## config.mk

```make
export PLATFORM = sky130hd
export DESIGN_NAME = ioc_port_cfg
export DESIGN_NICKNAME = d
export VERILOG_FILES = /design/src/ioc_pkg.sv /design/src/ioc_port_cfg.sv
export SDC_FILE = /design/constraint.sdc
export NUM_CORES = 1
export LEC_CHECK = 0
export ABC_AREA = 1
export BUFFER_PORTS_ARGS = -buffer_cell sky130_fd_sc_hd__buf_2
export CORE_ASPECT_RATIO = 0.6
export CORE_MARGIN = 1
export CORE_UTILIZATION = 35
export CTS_CLUSTER_DIAMETER = 30
export CTS_CLUSTER_SIZE = 10
export DETAILED_ROUTE_END_ITERATION = 8
export HOLD_SLACK_MARGIN = 0.02
export SLEW_MARGIN = 15
export SYNTH_ARGS = -nofsm -noshare
export SYNTH_HDL_FRONTEND = slang
export SYNTH_HIERARCHICAL = 1
export SYNTH_SLANG_ARGS = --single-unit
```

## constraint.sdc

```tcl
create_clock -name CORE_CLK -period 1.7 [get_ports CORE_CLK]
set_clock_uncertainty 0.05 [all_clocks]
set_input_delay 0.085 -clock CORE_CLK [delete_from_list [all_inputs] [get_ports CORE_CLK]]
set_output_delay 0.085 -clock CORE_CLK [all_outputs]
set_load 0.01 [all_outputs]
```

## src/ioc_pkg.sv

```systemverilog
`default_nettype none

package ioc_pkg;

    // register offsets inside the on-chip i/o register space
    localparam logic [7:0] OFS_MODE_A = 8'h00;
    localparam logic [7:0] OFS_MODE_B = 8'h01;
    localparam logic [7:0] OFS_DIR_A = 8'h04;
    localparam logic [7:0] OFS_DIR_B = 8'h05;
    localparam logic [7:0] OFS_DIR_C = 8'h06;
    localparam logic [7:0] OFS_DIR_D = 8'h07;
    localparam logic [7:0] OFS_DRV_A = 8'h08;
    localparam logic [7:0] OFS_DRV_B = 8'h09;
    localparam logic [7:0] OFS_DRV_C = 8'h0A;
    localparam logic [7:0] OFS_DRV_D = 8'h0B;
    localparam logic [7:0] OFS_MEM_MAP = 8'h0C;

    // reset value of every configuration register
    localparam logic [7:0] CFG_RESET = 8'h00;

    // field positions
    localparam int PIO_BIT = 7;
    localparam logic [7:0] PIO_MASK = 8'h80;
    localparam int PD_LO_BIT = 1;
    localparam int PD_HI_BIT = 2;
    localparam logic [7:0] PD_USED_MASK = 8'h06;

    // drive-select bit meaning per port
    localparam logic [7:0] SLEW_MASK_AB = 8'h0F;
    localparam logic [7:0] OD_MASK_AB = 8'hF0;
    localparam logic [7:0] OD_MASK_C = 8'hFF;

    // index of a port in the direction and drive arrays
    localparam int PORT_A = 0;
    localparam int PORT_B = 1;
    localparam int PORT_C = 2;
    localparam int PORT_D = 3;
    localparam int NUM_PORTS = 4;

endpackage : ioc_pkg

`default_nettype wire

```

## src/ioc_port_cfg.sv

```systemverilog
// Behaviour
// - memory-map bit 7 makes Port A peripheral buffer
// - buffer off while either peripheral select low
// - program store strobe ANDed into buffer enable
// - register bit n controls pin n only; Port D bits 2 and 1 control pins 1 and 0
// - mode, direction, drive registers reset to zero
// - mode bit 0 I/O, 1 latched address
// - mode register exists for Ports A, B only
// - direction one output, zero input
// - driver on when direction or OE term
// - absent OE term: direction alone decides
// - Port D direction holds only two bits
// - Port D uses only bits 2 and 1
// - drive bit one gives open drain
// - drive bit one gives fast slew
// - slew/open-drain split per port and bit
// - address pins carry latched address bits
// - registers reached by plain bus cycles
// - output from data register, input buffered
`timescale 1ns/10ps
`default_nettype none

module ioc_port_cfg (
    input wire logic CORE_CLK,
    input wire logic RESET_N,
    input wire logic CLK_EN,
    input wire logic IO_SPACE_SEL,
    input wire logic [7:0] BUS_ADDR,
    input wire logic BUS_WR,
    input wire logic BUS_RD,
    input wire logic [7:0] BUS_WDATA,
    output logic [7:0] BUS_RDATA,
    input wire logic [7:0] ADDR_LATCHED,
    input wire logic [7:0] MCU_DATA,
    input wire logic MCU_READ,
    input wire logic PERIPH_SELECT_A,
    input wire logic PERIPH_SELECT_B,
    input wire logic PROGRAM_STORE_STROBE,
    output logic [7:0] PERIPH_RDATA,
    input wire logic [7:0] DOUT_A,
    input wire logic [7:0] DOUT_B,
    input wire logic [7:0] DOUT_C,
    input wire logic [1:0] DOUT_D,
    input wire logic [7:0] OE_TERM_A,
    input wire logic [7:0] OE_TERM_B,
    input wire logic [7:0] OE_TERM_C,
    input wire logic [1:0] OE_TERM_D,
    input wire logic [7:0] PA_IN,
    input wire logic [7:0] PB_IN,
    input wire logic [7:0] PC_IN,
    input wire logic [1:0] PD_IN,
    output logic [7:0] PA_OUT,
    output logic [7:0] PB_OUT,
    output logic [7:0] PC_OUT,
    output logic [1:0] PD_OUT,
    output logic [7:0] PA_OE_N,
    output logic [7:0] PB_OE_N,
    output logic [7:0] PC_OE_N,
    output logic [1:0] PD_OE_N,
    output logic [7:0] PA_SLEW_FAST,
    output logic [7:0] PB_SLEW_FAST,
    output logic [1:0] PD_SLEW_FAST,
    output logic [7:0] DIN_A,
    output logic [7:0] DIN_B,
    output logic [7:0] DIN_C,
    output logic [1:0] DIN_D
);

    ////////////////////////////////////////////////////////////////////////////////
    // configuration registers

    logic [7:0] mode_a_r;
    logic [7:0] mode_a_nxt;
    logic [7:0] mode_b_r;
    logic [7:0] mode_b_nxt;
    logic [7:0] dir_r [ioc_pkg::NUM_PORTS];
    logic [7:0] dir_nxt [ioc_pkg::NUM_PORTS];
    logic [7:0] drv_r [ioc_pkg::NUM_PORTS];
    logic [7:0] drv_nxt [ioc_pkg::NUM_PORTS];
    logic [7:0] mem_map_r;
    logic [7:0] mem_map_nxt;
    logic wr_hit;
    logic rd_hit;

    assign wr_hit = IO_SPACE_SEL & BUS_WR;
    assign rd_hit = IO_SPACE_SEL & BUS_RD;

    always_comb begin
        mode_a_nxt = mode_a_r;
        mode_b_nxt = mode_b_r;
        dir_nxt = dir_r;
        drv_nxt = drv_r;
        mem_map_nxt = mem_map_r;
        if (wr_hit) begin
            unique case (BUS_ADDR)
                ioc_pkg::OFS_MODE_A: mode_a_nxt = BUS_WDATA;
                ioc_pkg::OFS_MODE_B: mode_b_nxt = BUS_WDATA;
                ioc_pkg::OFS_DIR_A: dir_nxt[ioc_pkg::PORT_A] = BUS_WDATA;
                ioc_pkg::OFS_DIR_B: dir_nxt[ioc_pkg::PORT_B] = BUS_WDATA;
                ioc_pkg::OFS_DIR_C: dir_nxt[ioc_pkg::PORT_C] = BUS_WDATA;
                // only the two existing port d pins keep a bit
                ioc_pkg::OFS_DIR_D: dir_nxt[ioc_pkg::PORT_D] = BUS_WDATA & ioc_pkg::PD_USED_MASK;
                ioc_pkg::OFS_DRV_A: drv_nxt[ioc_pkg::PORT_A] = BUS_WDATA;
                ioc_pkg::OFS_DRV_B: drv_nxt[ioc_pkg::PORT_B] = BUS_WDATA;
                ioc_pkg::OFS_DRV_C: drv_nxt[ioc_pkg::PORT_C] = BUS_WDATA;
                ioc_pkg::OFS_DRV_D: drv_nxt[ioc_pkg::PORT_D] = BUS_WDATA & ioc_pkg::PD_USED_MASK;
                // other memory-map bits belong to the decoder, not here
                ioc_pkg::OFS_MEM_MAP: mem_map_nxt = BUS_WDATA & ioc_pkg::PIO_MASK;
                default: ;
            endcase
        end
    end

    always_ff @(posedge CORE_CLK or negedge RESET_N) begin
        if (!RESET_N) begin
            mode_a_r <= ioc_pkg::CFG_RESET;
            mode_b_r <= ioc_pkg::CFG_RESET;
            for (int i = 0; i < ioc_pkg::NUM_PORTS; i++) begin
                dir_r[i] <= ioc_pkg::CFG_RESET;
                drv_r[i] <= ioc_pkg::CFG_RESET;
            end
            mem_map_r <= ioc_pkg::CFG_RESET;
        end else if (CLK_EN) begin
            mode_a_r <= mode_a_nxt;
            mode_b_r <= mode_b_nxt;
            dir_r <= dir_nxt;
            drv_r <= drv_nxt;
            mem_map_r <= mem_map_nxt;
        end
    end

    ////////////////////////////////////////////////////////////////////////////////
    // read-back path

    logic [7:0] rdata_r;
    logic [7:0] rdata_nxt;

    always_comb begin
        rdata_nxt = rdata_r;
        if (rd_hit) begin
            unique case (BUS_ADDR)
                ioc_pkg::OFS_MODE_A: rdata_nxt = mode_a_r;
                ioc_pkg::OFS_MODE_B: rdata_nxt = mode_b_r;
                ioc_pkg::OFS_DIR_A: rdata_nxt = dir_r[ioc_pkg::PORT_A];
                ioc_pkg::OFS_DIR_B: rdata_nxt = dir_r[ioc_pkg::PORT_B];
                ioc_pkg::OFS_DIR_C: rdata_nxt = dir_r[ioc_pkg::PORT_C];
                ioc_pkg::OFS_DIR_D: rdata_nxt = dir_r[ioc_pkg::PORT_D];
                ioc_pkg::OFS_DRV_A: rdata_nxt = drv_r[ioc_pkg::PORT_A];
                ioc_pkg::OFS_DRV_B: rdata_nxt = drv_r[ioc_pkg::PORT_B];
                ioc_pkg::OFS_DRV_C: rdata_nxt = drv_r[ioc_pkg::PORT_C];
                ioc_pkg::OFS_DRV_D: rdata_nxt = drv_r[ioc_pkg::PORT_D];
                ioc_pkg::OFS_MEM_MAP: rdata_nxt = mem_map_r;
                default: rdata_nxt = 8'h00;
            endcase
        end
    end

    always_ff @(posedge CORE_CLK or negedge RESET_N) begin
        if (!RESET_N) begin
            rdata_r <= 8'h00;
        end else if (CLK_EN) begin
            rdata_r <= rdata_nxt;
        end
    end

    assign BUS_RDATA = rdata_r;

    ////////////////////////////////////////////////////////////////////////////////
    // pin drivers and input buffers

    logic buf_on;
    logic [7:0] en_a;
    logic [7:0] en_b;
    logic [7:0] en_c;
    logic [1:0] en_d;
    logic [7:0] data_a;
    logic [7:0] data_b;
    logic [7:0] od_a;
    logic [7:0] od_b;
    logic [7:0] od_c;
    logic [1:0] drv_d;
    logic [7:0] pa_out_nxt;
    logic [7:0] pb_out_nxt;
    logic [7:0] pc_out_nxt;
    logic [1:0] pd_out_nxt;
    logic [7:0] pa_oe_n_nxt;
    logic [7:0] pb_oe_n_nxt;
    logic [7:0] pc_oe_n_nxt;
    logic [1:0] pd_oe_n_nxt;
    logic [7:0] periph_nxt;
    logic [7:0] pa_slew_nxt;
    logic [7:0] pb_slew_nxt;
    logic [1:0] pd_slew_nxt;
    logic [7:0] din_a_nxt;
    logic [7:0] din_b_nxt;
    logic [7:0] din_c_nxt;
    logic [1:0] din_d_nxt;

    // a pin set to open drain never drives high; the pull-up does that
    always_comb begin
        // selects and strobe all true means a program-space peripheral cycle
        buf_on = PERIPH_SELECT_A & PERIPH_SELECT_B & PROGRAM_STORE_STROBE;
        en_a = dir_r[ioc_pkg::PORT_A] | OE_TERM_A;
        en_b = dir_r[ioc_pkg::PORT_B] | OE_TERM_B;
        en_c = dir_r[ioc_pkg::PORT_C] | OE_TERM_C;
        en_d = dir_r[ioc_pkg::PORT_D][ioc_pkg::PD_HI_BIT:ioc_pkg::PD_LO_BIT] | OE_TERM_D;
        data_a = (mode_a_r & ADDR_LATCHED) | (~mode_a_r & DOUT_A);
        data_b = (mode_b_r & ADDR_LATCHED) | (~mode_b_r & DOUT_B);
        od_a = drv_r[ioc_pkg::PORT_A] & ioc_pkg::OD_MASK_AB;
        od_b = drv_r[ioc_pkg::PORT_B] & ioc_pkg::OD_MASK_AB;
        od_c = drv_r[ioc_pkg::PORT_C] & ioc_pkg::OD_MASK_C;
        drv_d = drv_r[ioc_pkg::PORT_D][ioc_pkg::PD_HI_BIT:ioc_pkg::PD_LO_BIT];
        periph_nxt = 8'h00;
        if (mem_map_r[ioc_pkg::PIO_BIT]) begin
            // whole port a follows the mcu bus; open drain does not apply
            en_a = {8{buf_on & ~MCU_READ}};
            data_a = MCU_DATA;
            od_a = 8'h00;
            if (buf_on & MCU_READ) begin
                periph_nxt = PA_IN;
            end
        end
        pd_out_nxt = DOUT_D;
        pd_oe_n_nxt = ~en_d;
        pa_slew_nxt = drv_r[ioc_pkg::PORT_A] & ioc_pkg::SLEW_MASK_AB;
        pb_slew_nxt = drv_r[ioc_pkg::PORT_B] & ioc_pkg::SLEW_MASK_AB;
        pd_slew_nxt = drv_d;
        din_a_nxt = PA_IN;
        din_b_nxt = PB_IN;
        din_c_nxt = PC_IN;
        din_d_nxt = PD_IN;
    end

    // ports a to c share one driver cell; port d has no open drain
    ioc_pin_drv #(.W(8)) pin_drv_a (
        .en(en_a),
        .data(data_a),
        .od(od_a),
        .pin_out(pa_out_nxt),
        .pin_oe_n(pa_oe_n_nxt)
    );

    ioc_pin_drv #(.W(8)) pin_drv_b (
        .en(en_b),
        .data(data_b),
        .od(od_b),
        .pin_out(pb_out_nxt),
        .pin_oe_n(pb_oe_n_nxt)
    );

    ioc_pin_drv #(.W(8)) pin_drv_c (
        .en(en_c),
        .data(DOUT_C),
        .od(od_c),
        .pin_out(pc_out_nxt),
        .pin_oe_n(pc_oe_n_nxt)
    );

    always_ff @(posedge CORE_CLK or negedge RESET_N) begin
        if (!RESET_N) begin
            PA_OUT <= 8'h00;
            PB_OUT <= 8'h00;
            PC_OUT <= 8'h00;
            PD_OUT <= 2'h0;
            PA_OE_N <= 8'hFF;
            PB_OE_N <= 8'hFF;
            PC_OE_N <= 8'hFF;
            PD_OE_N <= 2'h3;
            PA_SLEW_FAST <= 8'h00;
            PB_SLEW_FAST <= 8'h00;
            PD_SLEW_FAST <= 2'h0;
            DIN_A <= 8'h00;
            DIN_B <= 8'h00;
            DIN_C <= 8'h00;
            DIN_D <= 2'h0;
            PERIPH_RDATA <= 8'h00;
        end else if (CLK_EN) begin
            PA_OUT <= pa_out_nxt;
            PB_OUT <= pb_out_nxt;
            PC_OUT <= pc_out_nxt;
            PD_OUT <= pd_out_nxt;
            PA_OE_N <= pa_oe_n_nxt;
            PB_OE_N <= pb_oe_n_nxt;
            PC_OE_N <= pc_oe_n_nxt;
            PD_OE_N <= pd_oe_n_nxt;
            PA_SLEW_FAST <= pa_slew_nxt;
            PB_SLEW_FAST <= pb_slew_nxt;
            PD_SLEW_FAST <= pd_slew_nxt;
            DIN_A <= din_a_nxt;
            DIN_B <= din_b_nxt;
            DIN_C <= din_c_nxt;
            DIN_D <= din_d_nxt;
            PERIPH_RDATA <= periph_nxt;
        end
    end

endmodule // ioc_port_cfg

////////////////////////////////////////////////////////////////////////////////
// one group of pin drivers: an open-drain pin only ever pulls low

module ioc_pin_drv #(
    parameter int W = 8
) (
    input wire logic [W-1:0] en,
    input wire logic [W-1:0] data,
    input wire logic [W-1:0] od,
    output logic [W-1:0] pin_out,
    output logic [W-1:0] pin_oe_n
);

    always_comb begin
        pin_out = data & ~od;
        pin_oe_n = ~(en & ~(od & data));
    end

endmodule // ioc_pin_drv

`default_nettype wire

```

# Word-level counts from Yosys, hierarchy flattened
# Cells that the tools add are included.
[totals] out_inout_bits=112 input_bits=120 wordCells=95 ff_bits=173
[op_classes] reduce_logical=13 bitwise=38 muxes=6 eq_ne=10
[ops] cell="AND 8 bit" count=13
[ops] cell="inverter 8 bit" count=11
[ops] cell="case mux 8 bit (11 select lines)" count=1
[ops] cell="== test 8 x 4 -> 1 bit, second input constant" count=5
[ops] cell="2-to-1 mux 8 bit" count=5
[ops] cell="bitwise OR 8 bit" count=5
[ops] cell="AND reduction 3 bit" count=11
[ops] cell="== test 8 x 3 -> 1 bit, second input constant" count=4
[ops] cell="== test 8 x 1 -> 1 bit, second input constant" count=1
[ops] cell="zero test 8 bit" count=1
[ops] cell="AND 1 bit" count=6
[ops] cell="inverter 2 bit" count=1
[ops] cell="bitwise OR 2 bit" count=1
[ops] cell="AND reduction 2 bit" count=1
[ops] cell="inverter 1 bit" count=1

# Logic depth before layout (Yosys ltp)
[logic_depth] ltp_word=8 depth_mapped=11 depth_no_buf=11

# By module
# The synthesis kept the hierarchy.
[modules_own_cells] mod="ioc_port_cfg" area_each_um2=8011.4 seq_area_each_um2=4361.7 cells_each=788 n_inst=1
[modules_own_cells] mod="ioc_pin_drv" area_each_um2=140.1 seq_area_each_um2=0.0 cells_each=32 n_inst=3

# Least setup slack after synthesis
# Ideal clock, no wire load.
[synth_path] path_type="reg-to-reg" startpoint="register mem_map_r[7]" endpoint="register PA_OE_N[0]" slack_ps=336 t_arrival_ps=1232 required_ps=1568 path_buffers=1 stages_incl_launch_ff=6 synth_period_minus_slack_ps=1364 path_cell_list="dfrtp_1 clkbuf_1 nand3_1 nand2_1 nand2_1 mux2_2"
[synth_via] word_cells_on_any_way=6 cone_classes="mux (2); bitwise (4)"
[synth_lines] element="start: declaration" line_no="ioc_port_cfg.sv:80" text="logic [7:0] mem_map_r;"
[synth_lines] element="start signal: assignment" line_no="ioc_port_cfg.sv:122" text="mem_map_r <= ioc_pkg::CFG_RESET;"
[synth_lines] element="start signal: assignment" line_no="ioc_port_cfg.sv:128" text="mem_map_r <= mem_map_nxt;"
[synth_lines] element="2-to-1 mux 8 bit" line_no="ioc_port_cfg.sv:214" text="if (mem_map_r[ioc_pkg::PIO_BIT]) begin"
[synth_lines] element="named net en_a[0]" line_no="ioc_port_cfg.sv:172" text="logic [7:0] en_a;"
[synth_lines] element="AND 8 bit" line_no="ioc_port_cfg.sv:314" text="pin_oe_n = ~(en & ~(od & data));"
[synth_lines] element="inverter 8 bit" line_no="ioc_port_cfg.sv:314"
[synth_lines] element="named net pa_oe_n_nxt[0]" line_no="ioc_port_cfg.sv:186" text="logic [7:0] pa_oe_n_nxt;"
[synth_lines] element="end signal: assignment" line_no="ioc_port_cfg.sv:282" text="PA_OE_N <= pa_oe_n_nxt;"
[synth_lines] element="end: declaration" line_no="ioc_port_cfg.sv:56" text="output logic [7:0] PA_OE_N,"
# The timed path passes the listed nets, and every way through them passes these cells.
# A chain may end at the register's enable or synchronous reset.

# Worst setup path after layout
[layout_path] startpoint="input port CLK_EN" endpoint="register mode_a_r[4]"
[layout_via] elab_chain_len=1
[layout_rtl] element="start: declaration" line_no="ioc_port_cfg.sv:26" text="input wire logic CLK_EN,"
[layout_rtl] element="AND reduction 3 bit (no source line)"
[layout_rtl] element="end signal: assignment" line_no="ioc_port_cfg.sv:116" text="mode_a_r <= ioc_pkg::CFG_RESET;"
[layout_rtl] element="end signal: assignment" line_no="ioc_port_cfg.sv:124" text="mode_a_r <= mode_a_nxt;"
[layout_rtl] element="end: declaration" line_no="ioc_port_cfg.sv:72" text="logic [7:0] mode_a_r;"
# Every way passes these cells.

==> results.py <==
metrics = {
    "run_status": {
        "status": "finished, final reports clean",
    },
    "critical_path": {
        "crit_arrival_ns": 1.82,
        "worst-path-buf-inv": 3,
        "cp_max_fo": 16,
        "critical_path_class": "primary input to flop",
        "critical-path-slowest-cell": "dlygate4sd3_1",
        "max_stage_delay_ns": 0.54,
        "cp-start-kind": "primary input",
        "crit_family": "buffers and inverters",
        "cp-end-kind": "flop",
        "crit_required_ns": 1.96,
        "cp_cell_sequence": "dlygate4sd3_1 -> buf_4 -> nand3_2 -> inv_4 -> nand2_2 -> nand2_1 -> o21ai_2",
    },
    "global_route": {
        "grt_pass1_vias": 6423,
        "grt_pass1_wl_microns": 37500,
        "grt.total_usage_pct": 20.3,
        "overflow": 0,
        "grt_start_max_net_pins": 51,
        "antenna_found_initial": 1,
    },
    "sta": {
        "slew_violations": 0,
        "finalCritPeriodShare_pct": 91.6,
        "rsz0062_at_grt": "false",
        "setup_viol": 0,
        "max_slew_margin_pct": 63.9,
        "clock.fmax_ghz": 0.642,
        "hold_violations": 0,
        "worstMarginPinSlew_ns": 0.535,
        "final.min_clock_period_ns": 1.56,
        "setup_tns_ns": 0,
    },
    "routing": {
        "drc": 0,
        "drt_wl_total_microns": 24500,
        "firstDrtPassIters": 5,
        "wl_per_cell_microns": 16.4,
        "dr.first_iter.drc_count": 390,
        "routed-via-count": 6925,
        "vias_per_cell": 4.63,
        "route.antenna.remaining_nets": 0,
    },
    "clock_tree": {
        "cts_tree": "done",
        "htreeDepth": 4,
        "cts.clk_slew.worst_paths_ns": 0.07,
        "cts_num_sinks": 173,
        "cts_made_buffers": 17,
        "clock_path_buffers": 2,
        "cts-root-buf": "clkbuf_16",
        "clkLatencyLatePin_ns": 0.43,
        "post_cts_buffers": 0,
    },
    "synthesis": {
        "yosys-top-cells-count": "nand2_1 (235), dfrtp_1 (147), mux2_2 (80)",
        "yosysWarnings": 6,
        "synth_seq_cells": 173,
        "yosys.area.top_type": "dfrtp_1",
        "synth-async-reset-ratio_pct": 100,
        "synthCells": 884,
        "synth.area.top_cells": "dfrtp_1 (44%), mux2_2 (11%), nand2_1 (10%)",
        "yosysMostFrequentCell": "nand2_1",
        "yosysSeqAreaShare_pct": 51.7,
        "syn_area_sq_mm": 0.00843,
        "synth_edf_count": 0,
        "synth_flop_cell": "dfrtp_1",
        "synth_top_area_share_pct": 43.6,
        "avgSynthCellArea_sq_um": 9.54,
        "ys_types": 31,
    },
    "placed_design": {
        "place_area_sq_mm": 0.00992,
        "hpwl_microns": 18500,
        "routabilityCongestion": 0.841,
        "numPortBuffers": 223,
    },
    "finish": {
        "antenna-diode-count": 0,
        "drive_gt1_share_pct": 40.9,
        "largest_register_ffs": 26,
        "area_growth_pct": 30.4,
        "final_area_sq_mm": 0.0110,
        "max_flop_register": "dir_r",
        "nNetsFinal": 1289,
        "top_regs": "dir_r (26), drv_r (16)",
        "nFillCells": 2282,
    },
    "die": {
        "floorplan.initialDensity_pct": 36.1,
        "core_area_sq_mm": 0.0233,
        "dieHeight_microns": 122,
        "top_level_ports": 232,
        "rows": 43,
        "die_x_microns": 202,
        "die_area_sq_mm": 0.0247,
    },
    "worst_hold_path": {
        "hp-class": "primary input to flop",
    },
    "pwr": {
        "finalPower_mw": 10.1,
        "p_leak_nw": 5.57,
        "p_per_area_mw_per_mm2": 918,
        "ir_drop_mv": 0.651,
    },
    "flow_run": {
        "cap_viol_max_count": 0,
    },
}
-- worst reg2reg max path, cell delays in order, from the launching register on --
cell and delay [ns]:
dfrtp_1 0.46, buf_4 0.19, a21oi_1 0.15, a21oi_1 0.11, inv_1 0.08, nor2_2 0.03, mux2_2 0.25
-- cell families (layout without fill, tap and decap cells) --
kind of cell | count (synthesis) | after routing | share of synthesized area, %
flops | 173 | 173 | 51.7
mux | 80 | 80 | 10.7
simple gates | 389 | 389 | 21.2
compound gates | 123 | 123 | 9.35
buf+inv | 118 | 393 | 6.97
other cells | 1 | 24 | 0.0445
-- final cells by class --
type	instances	area, sq um	share of cell area [%]
repair buffers	278	1710	15.5
well taps	315	394	3.58
inverters	83	317	2.88
clock buffers	21	460	4.19
multi-input cells	616	3570	32.4
clock inverters	11	190	1.73
flip-flops and latches	173	4360	39.7
-- cell usage in the layout (no fill, tap or decap), drive strengths merged, types with 6 or more instances in the layout --
| cell | instances |
|---|---|
| nand3 | 50 |
| mux2 | 80 |
| nor2 | 73 |
| buf | 235 |
| dfstp | 26 |
| clkinv | 6 |
| dfrtp | 147 |
| inv | 82 |
| o32ai | 8 |
| a21oi | 8 |
| o21ai | 107 |
| nand2 | 247 |
| conb | 24 |
| or2 | 16 |
| dlygate4sd3 | 43 |
| clkbuf | 21 |
-- worst paths after layout --
| check | from | end | slack, ns | cells past startpoint |
|---|---|---|---|---|
| worst max-delay path | CLK_EN | mode_a_r[4] | 0.14 | 7 |
| worst min-delay path | BUS_WR | drv_d[0] | 0.05 | 5 |
| worst max register to register | mem_map_r[7] | PA_OUT[2] | 0.26 | 6 |
| worst min register to register | BUS_RDATA[1] | BUS_RDATA[1] | 0.43 | 2 |
| max in group asynchronous | RESET_N | dir_r[21] | 0.81 | 3 |
| min in group asynchronous | RESET_N | PD_OUT[0] | 0.09 | 2 |
-- power breakdown --
part	internal, mW	switching [mW]
registers	4.38	0.122
logic	0.563	0.649
clock network	2.69	1.70
total	7.63	2.47
-- metal layers --
| layer | share of wire [%] | GRT usage [%] |
|---|---|---|
| met1 | 52 | 31.7 |
| met4 | 0.88 | 5.22 |
| met5 | 0.049 | 0 |
| met2 | 39 | 26.8 |
| met3 | 7.4 | 5.39 |
-- stage by stage --
step | hold slack [ns] | worst slack (ns) | instances | utilization (%)
after detailed placement | 0.0128 | 0.199 | 1422 | 42.5
after CTS | 0.0321 | 0.167 | 1497 | 47.1
after global routing | 0.0572 | 0.0697 | 1497 | 47.1
after global placement | 0.00778 | 0.218 | 1422 | 42.5
final | 0.0456 | 0.142 | 1497 | 47.1
after floorplan | -0.261 | 0.336 | 907 | -
-- repair_timing --
item / CTS / global route
hold buffers: 43 / 0
gates resized for setup: 0 / 0
hold endpoints to repair: 200 / 0
No activity file was read; power rests on OpenSTA's default activity.
